[config.mk]
export PLATFORM = sky130hd
export DESIGN_NAME = dsw_host_flat
export DESIGN_NICKNAME = d
export VERILOG_FILES = /design/src/logic/dsw_pkg.sv /design/src/logic/dsw_link_if.sv /design/src/logic/dsw_host.sv /design/src/flat_wrapper.sv
export SDC_FILE = /design/constraint.sdc
export NUM_CORES = 1
export LEC_CHECK = 0
export BUFFER_PORTS_ARGS = -buffer_cell sky130_fd_sc_hd__buf_4
export CELL_PAD_IN_SITES_DETAIL_PLACEMENT = 1
export CELL_PAD_IN_SITES_GLOBAL_PLACEMENT = 2
export CORE_ASPECT_RATIO = 1.75
export CORE_UTILIZATION = 29
export DETAILED_ROUTE_END_ITERATION = 10
export GPL_TIMING_DRIVEN = 0
export PLACE_DENSITY_LB_ADDON = 0.1
export SLEW_MARGIN = 20
export SYNTH_ARGS = -nofsm -noshare
export SYNTH_HDL_FRONTEND = slang
export SYNTH_SLANG_ARGS = --single-unit
export TNS_END_PERCENT = 30
[constraint.sdc]
create_clock -name hclk -period 2.21 [get_ports hclk]
set_clock_uncertainty 0.15 [all_clocks]
set_input_delay 0.221 -clock hclk [delete_from_list [all_inputs] [get_ports hclk]]
set_output_delay 0.221 -clock hclk [all_outputs]
set_load 0.02 [all_outputs]
[src/logic/dsw_pkg.sv]
`default_nettype none
package dsw_pkg;
    localparam int WORD_BITS = 16;
    localparam int CODE_BITS = 12;
    localparam int MODE_HI_POS = 13;
    localparam int MODE_LO_POS = 12;
    localparam int CNT_BITS = 5;
    localparam logic [4:0] LAST_EDGE = 5'h10;
    localparam logic [11:0] CODE_RESET = 12'h000;
    localparam logic [11:0] CODE_FULL = 12'hfff;
    // host sclk divider: half period in hclk cycles (link period 160 ns)
    localparam int LINK_PERIOD_NS = 160;
    localparam int HCLK_PERIOD_NS = 10;
    localparam int HALF_CYCLES = LINK_PERIOD_NS / (2 * HCLK_PERIOD_NS);
    localparam logic [3:0] HALF_CNT = 4'(HALF_CYCLES - 1);
    // least frame-high gap between writes, in link half periods
    localparam logic [3:0] GAP_HALVES = 4'h4;
    // host register map (AHB-Lite word offsets)
    localparam logic [7:0] REG_TX = 8'h00;
    localparam logic [7:0] REG_STATUS = 8'h04;
    localparam logic [7:0] REG_ABORT = 8'h08;
    localparam logic [7:0] REG_ABORTCNT = 8'h0c;
    typedef enum logic [1:0] {
        DSW_MODE_NORMAL = 2'b00,
        DSW_MODE_PD_5K = 2'b01,
        DSW_MODE_PD_100K = 2'b10,
        DSW_MODE_PD_HIZ = 2'b11
    } dsw_mode_e;
endpackage : dsw_pkg
`default_nettype wire

[src/logic/dsw_link_if.sv]
`timescale 1ns/1ps
`default_nettype none
interface dsw_link_if;
    logic frame_n;
    logic sclk;
    logic sdata;
    modport host (output frame_n, output sclk, output sdata);
    modport dev (input frame_n, input sclk, input sdata);
endinterface : dsw_link_if
`default_nettype wire

[src/logic/dsw_host.sv]
`timescale 1ns/1ps
`default_nettype none
module dsw_host (
    // system
    input wire logic hclk,
    input wire logic hresetn,
    // ahb-lite slave
    input wire logic hsel,
    input wire logic [7:0] haddr,
    input wire logic [1:0] htrans,
    input wire logic hwrite,
    input wire logic [2:0] hsize,
    input wire logic hready,
    input wire logic [31:0] hwdata,
    output logic [31:0] hrdata,
    output logic hreadyout,
    output logic hresp,
    // link
    dsw_link_if.host link
);
    typedef enum logic [1:0] {
        DSW_ST_IDLE = 2'b00,
        DSW_ST_SHIFT = 2'b01,
        DSW_ST_GAP = 2'b10
    } dsw_hst_e;

    ////////////////////////////////////////////////////////////////
    logic ap_ff, aw_ff;
    logic [7:0] aa_ff;
    logic [31:0] rd_ff, nxt_rd;
    dsw_hst_e st_ff, nxt_st;
    logic [15:0] sh_ff, nxt_sh;
    logic [3:0] div_ff, nxt_div;
    logic [4:0] bits_ff, nxt_bits;
    logic [3:0] gap_ff, nxt_gap;
    logic fr_ff, nxt_fr, ck_ff, nxt_ck, dt_ff, nxt_dt;
    logic abort_ff, nxt_abort;
    logic [7:0] acnt_ff, nxt_acnt;
    logic tick, wr_tx, wr_abort;

    assign tick = (div_ff == 4'h0);
    assign wr_tx = ap_ff && aw_ff && (aa_ff == dsw_pkg::REG_TX);
    assign wr_abort = ap_ff && aw_ff && (aa_ff == dsw_pkg::REG_ABORT);

    always_comb begin
        nxt_rd = 32'h0000_0000;
        if (hsel && hready && htrans[1] && !hwrite) begin
            if (haddr == dsw_pkg::REG_STATUS) begin
                nxt_rd = {30'h0, abort_ff, st_ff != DSW_ST_IDLE};
            end else if (haddr == dsw_pkg::REG_ABORTCNT) begin
                nxt_rd = {24'h0, acnt_ff};
            end else if (haddr == dsw_pkg::REG_TX) begin
                nxt_rd = {16'h0, sh_ff};
            end else begin
                nxt_rd = 32'h0000_0000;
            end
        end
    end

    ////////////////////////////////////////////////////////////////
    always_comb begin
        nxt_st = st_ff;
        nxt_sh = sh_ff;
        nxt_bits = bits_ff;
        nxt_gap = gap_ff;
        nxt_fr = fr_ff;
        nxt_ck = ck_ff;
        nxt_dt = dt_ff;
        nxt_abort = abort_ff;
        nxt_acnt = acnt_ff;
        nxt_div = tick ? dsw_pkg::HALF_CNT : div_ff - 4'h1;
        if (wr_abort) begin
            nxt_abort = hwdata[0];
        end
        case (st_ff)
            DSW_ST_IDLE: begin
                if (wr_tx) begin
                    nxt_sh = hwdata[15:0];
                    nxt_fr = 1'b0;
                    nxt_dt = hwdata[15];
                    nxt_ck = 1'b1;
                    nxt_bits = 5'h00;
                    nxt_div = dsw_pkg::HALF_CNT;
                    nxt_st = DSW_ST_SHIFT;
                end
            end
            DSW_ST_SHIFT: begin
                if (tick) begin
                    nxt_ck = !ck_ff;
                    if (ck_ff) begin
                        nxt_bits = bits_ff + 5'h01;
                    end else begin
                        // data changes on rising edge, stable at falling
                        nxt_sh = {sh_ff[14:0], 1'b0};
                        nxt_dt = sh_ff[14];
                    end
                    // abort test: raise frame after eight bits
                    if (!ck_ff && (bits_ff == (abort_ff ? 5'h08 : dsw_pkg::LAST_EDGE))) begin
                        nxt_fr = 1'b1;
                        nxt_ck = 1'b0;
                        nxt_dt = 1'b0;
                        nxt_gap = dsw_pkg::GAP_HALVES;
                        nxt_st = DSW_ST_GAP;
                        if (abort_ff) begin
                            nxt_acnt = acnt_ff + 8'h01;
                        end
                    end
                end
            end
            DSW_ST_GAP: begin
                if (tick) begin
                    nxt_gap = gap_ff - 4'h1;
                    if (gap_ff == 4'h1) begin
                        nxt_fr = 1'b0;
                        nxt_st = DSW_ST_IDLE;
                    end
                end
            end
            default: nxt_st = DSW_ST_IDLE;
        endcase
    end

    always_ff @(posedge hclk or negedge hresetn) begin
        if (!hresetn) begin
            ap_ff <= 1'b0;
            aw_ff <= 1'b0;
            aa_ff <= 8'h00;
            rd_ff <= 32'h0000_0000;
            st_ff <= DSW_ST_IDLE;
            sh_ff <= 16'h0000;
            div_ff <= 4'h0;
            bits_ff <= 5'h00;
            gap_ff <= 4'h0;
            fr_ff <= 1'b0;
            ck_ff <= 1'b0;
            dt_ff <= 1'b0;
            abort_ff <= 1'b0;
            acnt_ff <= 8'h00;
        end else begin
            ap_ff <= hsel && hready && htrans[1];
            aw_ff <= hwrite;
            aa_ff <= haddr;
            rd_ff <= nxt_rd;
            st_ff <= nxt_st;
            sh_ff <= nxt_sh;
            div_ff <= nxt_div;
            bits_ff <= nxt_bits;
            gap_ff <= nxt_gap;
            fr_ff <= nxt_fr;
            ck_ff <= nxt_ck;
            dt_ff <= nxt_dt;
            abort_ff <= nxt_abort;
            acnt_ff <= nxt_acnt;
        end
    end

    assign hrdata = rd_ff;
    assign hreadyout = 1'b1;
    assign hresp = 1'b0;
    assign link.frame_n = fr_ff;
    assign link.sclk = ck_ff;
    assign link.sdata = dt_ff;
endmodule : dsw_host
`default_nettype wire

[src/flat_wrapper.sv]
// flat-port wrapper written by rule: the top's interface ports become plain ports
module dsw_host_flat 
  (hclk, hresetn, hsel, haddr, htrans, hwrite, hsize, hready, hwdata, hrdata, hreadyout, hresp, link_frame_n, link_sclk, link_sdata);
  dsw_link_if link_i ();
  input wire logic hclk;
  input wire logic hresetn;
  input wire logic hsel;
  input wire logic [7:0] haddr;
  input wire logic [1:0] htrans;
  input wire logic hwrite;
  input wire logic [2:0] hsize;
  input wire logic hready;
  input wire logic [31:0] hwdata;
  output logic [31:0] hrdata;
  output logic hreadyout;
  output logic hresp;
  output wire logic [$bits(link_i.frame_n)-1:0] link_frame_n;
  output wire logic [$bits(link_i.sclk)-1:0] link_sclk;
  output wire logic [$bits(link_i.sdata)-1:0] link_sdata;
  assign link_frame_n = link_i.frame_n;
  assign link_sclk = link_i.sclk;
  assign link_sdata = link_i.sdata;
  dsw_host u_core (.hclk(hclk), .hresetn(hresetn), .hsel(hsel), .haddr(haddr), .htrans(htrans), .hwrite(hwrite), .hsize(hsize), .hready(hready), .hwdata(hwdata), .hrdata(hrdata), .hreadyout(hreadyout), .hresp(hresp), .link(link_i));
endmodule
# == Yosys cells after proc, flatten, opt, wreduce, memory -nomap -nowiden ==
# Cells that the tools add are included.
# classes
eq_ne,15
add_sub_neg,4
muxes,41
reduce_logical,25
# ops
cell,n
$mux 32,3
$mux 16,4
$pmux 16 s2,1
$mux 4,6
$mux 5,4
$reduce_and 4->1,5
$eq 8x4->1 const B,2
$logic_not 8->1,2
$mux 1,12
$ne 2x1->1 const B,6
$mux 2,5
$pmux 5 s2,1
$add 8x1->8 const B,1
$eq 8x3->1 const B,1
$pmux 4 s2,1
$sub 4x1->4 const B,2
$logic_and 1x1->1,7
$pmux 2 s3,1
$reduce_and 6->1,1
$reduce_bool 2->1,3
$add 5x1->5 const B,1
$eq 5x5->1,1
$reduce_and 5->1,1
$eq 4x1->1 const B,1
11 further kinds,13
# word_totals
in_bits,50
elab_cells,99
output_inout_bits,37
reg_bits,85

# == Logic depth before layout (Yosys ltp) ==
# depth
ltp_word,6
ltp_mapped,9
ltp_nobuf,7

# == Worst setup path before layout ==
# Ideal clock, no wire load.
# synth_timing
kind,flip-flop to flip-flop
startpoint,reg u_core.div_ff[0]
endpoint,reg u_core.sh_ff[15]
slack_ps,99
path_buffers,2
path_stages_with_launch,10
setup_ps,125
required_ps,1935
period_less_slack_ps,2111
arrival_time_ps,1836
cell_sequence,dfrtp_1 inv_1 ha_1 or3b_1 buf_2 nor3_1 nor2_1 buf_2 nand2_1 o21ai_1
# synth_between
elab_chain_cells,3
# synth_rtl
item,line,source
start: declaration,dsw_host.sv:33,"logic [3:0] div_ff, nxt_div;"
start signal: assignment,dsw_host.sv:146,div_ff <= nxt_div;
$logic_not 4->1,dsw_host.sv:41,assign tick = (div_ff == 4'h0);
$ne 2x1->1 (no source line),-,
$reduce_and 4->1 (no source line),-,
end signal: assignment,dsw_host.sv:145,sh_ff <= nxt_sh;
end: declaration,dsw_host.sv:32,"logic [15:0] sh_ff, nxt_sh;"
# No other way between the ends.
# A chain may end at the register's enable or synchronous reset.

# == Worst setup path after layout ==
# layout_timing
startpoint,reg u_core.aa_ff[0]
endpoint,reg u_core.bits_ff[0]
# layout_between
elab_chain_cells,4
# layout_rtl
item,line,source
start: declaration,dsw_host.sv:29,logic [7:0] aa_ff;
start signal: assignment,dsw_host.sv:142,aa_ff <= haddr;
$logic_not 8->1,dsw_host.sv:42,assign wr_tx = ap_ff && aw_ff && (aa_ff == dsw_pkg::REG_TX);
$logic_and 1x1->1,dsw_host.sv:42,
$ne 2x1->1 (no source line),-,
$reduce_and 4->1 (no source line),-,
end signal: assignment,dsw_host.sv:147,bits_ff <= nxt_bits;
end: declaration,dsw_host.sv:34,"logic [4:0] bits_ff, nxt_bits;"
# No other way between the ends.

==> results_dict.tcl <==
set metrics [dict create \
    fin_nets 453 \
    crit_buf_inv 0 \
    drt_iter0_drc 71 \
    rsz0062_at_grt "true" \
    max_slew_margin_pct 40.00 \
    area_growth_syn_to_layout_pct 36.97 \
    die_w_um 81.38 \
    worstSetupStartpointType "register" \
    grt_pass1_wl_um 14080 \
    ys_seq_area_share_pct 53.99 \
    via_per_inst 4.694 \
    fin_ws_ns 0.05281 \
    crit_type "register to register" \
    power_density_nw_per_um2 702.3 \
    synth.distinct_cells 47 \
    diodes 0 \
    numCtsBuffers 9 \
    utilization_pct 40.95 \
    netlist_top_cells_area "dfrtp_1, mux2i_1, buf_4, nand2_1, nor2_1" \
    syn_area_um2 3198 \
    start_util_pct 29.89 \
    path_clk_slew_ns 0.05 \
    vdd_ir_drop_max_mv 0.3807 \
    pwr-share-clk_pct 48.3 \
    clk_latency_ns 0.33 \
    fmax_ghz 0.4636 \
    dp_slack_ns -0.3946 \
    cp_top_family "simple AND/OR/NAND/NOR gates" \
    seqPwrFrac_pct 44.2 \
    ctsHtreeMaxLevel 3 \
    firstDrtPassIters 4 \
    gp_congestion 0.7486 \
    finalMaxSlewViolations 0 \
    finalCritPeriodShare_pct 97.61 \
    leakage_nw 2.200 \
    finalSetupViolations 0 \
    max_stage_delay_ns 0.56 \
    cts_tree "yes" \
    ys_ff_latch 69 \
    core_area_um2 10700 \
    syn_area_per_cell_um2 10.45 \
    synthCells 306 \
    min-delay-path-class "input pin to register" \
    track_usage_pct 16.84 \
    maxCapViolCount 0 \
    antenna_left 0 \
    worstPathRequired_ns 2.26 \
    ctsLongestPathBuffers 2 \
    antenna_found_initial 0 \
    synth_common_cells "dfrtp_1, nand2_1, nor2_1, buf_4, o21ai_1" \
    synth_edf_count 0 \
    drive_gt1_share_pct 30.85 \
    port_buffers 48 \
    p_sw_w 0.0006917 \
    die_h_um 140.9 \
    cp_slowest_cell "or4_4" \
    boundaryPins 87 \
    ys_async_sr_fraction_pct 100.0 \
    path_cells "or4_4 > or3_4 > o31a_1 > o21ai_1 > o31ai_1" \
    finalPower_w 0.003076 \
    yosys_warnings 0 \
    worstPathArrival_ns 2.21 \
    intPower_w 0.002384 \
    post-route-drc-count 0 \
    status "completed" \
    core.rowCount 50 \
    timing.final.crit_period_ns 2.157 \
    worstMarginPinSlew_ns 0.9000 \
    hold_viol 0 \
    cts-root-buf "clkbuf_16" \
    synth_flop_cell "dfrtp_1" \
    worstPathMaxFanout 4 \
    die-area_um2 11470 \
    p_sw_share_pct 22.49 \
    numClockSinks 69 \
    endpoint_kind "register" \
    wl_um 8585 \
    grt_max_degree 70 \
    dp_hpwl_um 6221 \
    synth_top_area_cell "dfrtp_1" \
    yosysMostFrequentCell "dfrtp_1" \
    synth.top_cell.area_share_pct 53.99 \
    routed-via-count 2497 \
    grt_pass1_vias 2719 \
    comb_power_share_pct 7.5 \
    wire_per_inst_um 16.14 \
    grt-ovfl-total 0 \
]
area by class of cell:
type / instances / area (um^2)
Inverter: 10 / 37.54
Timing Repair Buffer: 64 / 508.0
Clock buffer: 13 / 270.3
Tap cell: 130 / 162.7
Buffer: 29 / 197.7
Sequential cell: 69 / 1727
Fill cell: 1219 / 6317
Clock inverter: 3 / 42.54
Multi-Input combinational cell: 214 / 1435
layer usage:
layer	track usage (%)	vias to the layer above	part of all wire [%]
li1	-	1197	-
met1	18.76	1238	39
met2	30.04	48	56
met3	2.977	14	2.9
met4	7.613	0	2.9
met5	0	-	0
worst paths after layout:
| path | startpoint | to | slack, ns | depth (start not counted) |
|---|---|---|---|---|
| min in group asynchronous | hresetn | u_core.aa_ff[7] | 0.41 | 2 |
| max | u_core.aa_ff[0] | u_core.bits_ff[0] | 0.05 | 5 |
| max reg2reg | u_core.aa_ff[0] | u_core.bits_ff[0] | 0.05 | 5 |
| max in group asynchronous | hresetn | u_core.gap_ff[2] | 0.91 | 2 |
| min | hwdata[5] | u_core.sh_ff[5] | 0.02 | 3 |
| min reg2reg | u_core.acnt_ff[7] | u_core.acnt_ff[7] | 0.32 | 1 |
worst register-to-register path, stage by stage (launching register included):
cell,delay (ns)
dfrtp_1,0.36
or4_4,0.56
or3_4,0.41
o31a_1,0.32
o21ai_1,0.16
o31ai_1,0.08
stage by stage:
stage	setup TNS [ns]	area, um^2	hold WS [ns]	instances
after floorplan	0	3258	-0.2246	322
after detailed placement	-7.886	3781	0.1911	500
after global placement	-7.287	3781	0.1930	500
final	0	4380	0.01884	532
after global routing	-0.1226	4380	0.02434	532
after CTS	-0.03508	4284	0.01377	528
kinds of logic after synthesis:
group,count (synthesis),share of synthesized area (%)
AND/OR/NAND/NOR,112,18.11
flip-flops,69,53.99
AO/OA/AOI/OAI,49,9.664
buffers and inverters,39,6.847
multiplexers,18,5.790
XOR/XNOR,11,3.012
adder cells (fa/ha/maj),6,2.347
other,2,0.2348
power groups by stage:
| stage | Combinational (W) | Sequential, W | Clock [W] |
|---|---|---|---|
| 3_5_place_dp | 0.000214 | 0.00138 | 0 |
| 4_1_cts | 0.000231 | 0.00136 | 0.00153 |
| 5_1_grt | 0.000257 | 0.00137 | 0.00158 |
| 6_report | 0.000229 | 0.00136 | 0.00149 |
| 2_1_floorplan | 0.000118 | 0.00136 | 0 |
| 3_3_place_gp | 0.000210 | 0.00137 | 0 |
flip-flops by register name (all words and copies together), names as in the netlist, 2 cells and up:
name	cells
u_core.aa_ff	8
u_core.acnt_ff	8
u_core.bits_ff	5
u_core.div_ff	4
u_core.gap_ff	4
u_core.hrdata	16
u_core.sh_ff	16
u_core.st_ff	2
timing repair:
action | CTS | global route
hold buffers | 11 | 0
resized for setup | 18 | 16
setup endpoints to repair | 33 | 41
pin swaps | 2 | 4
setup buffers | 1 | 4
endpoints found under the hold margin | 80 | 0
layout by cell type (no fill, tap or decap), drive strengths merged, types with 4 or more instances in the layout:
cell          n
or4           5
a21oi         6
buf          75
mux2i        14
o21ai        20
dfrtp        69
conb         18
clkbuf       20
nand3         9
nand2        32
a22o          4
inv          10
and2          9
xnor2         5
a22oi         7
nor2         24
or3           5
xor2          6
ha            6
nor3          8
dlygate4sd3  11
mux2          4
Note: power is estimated with default switching activity, not from simulation.
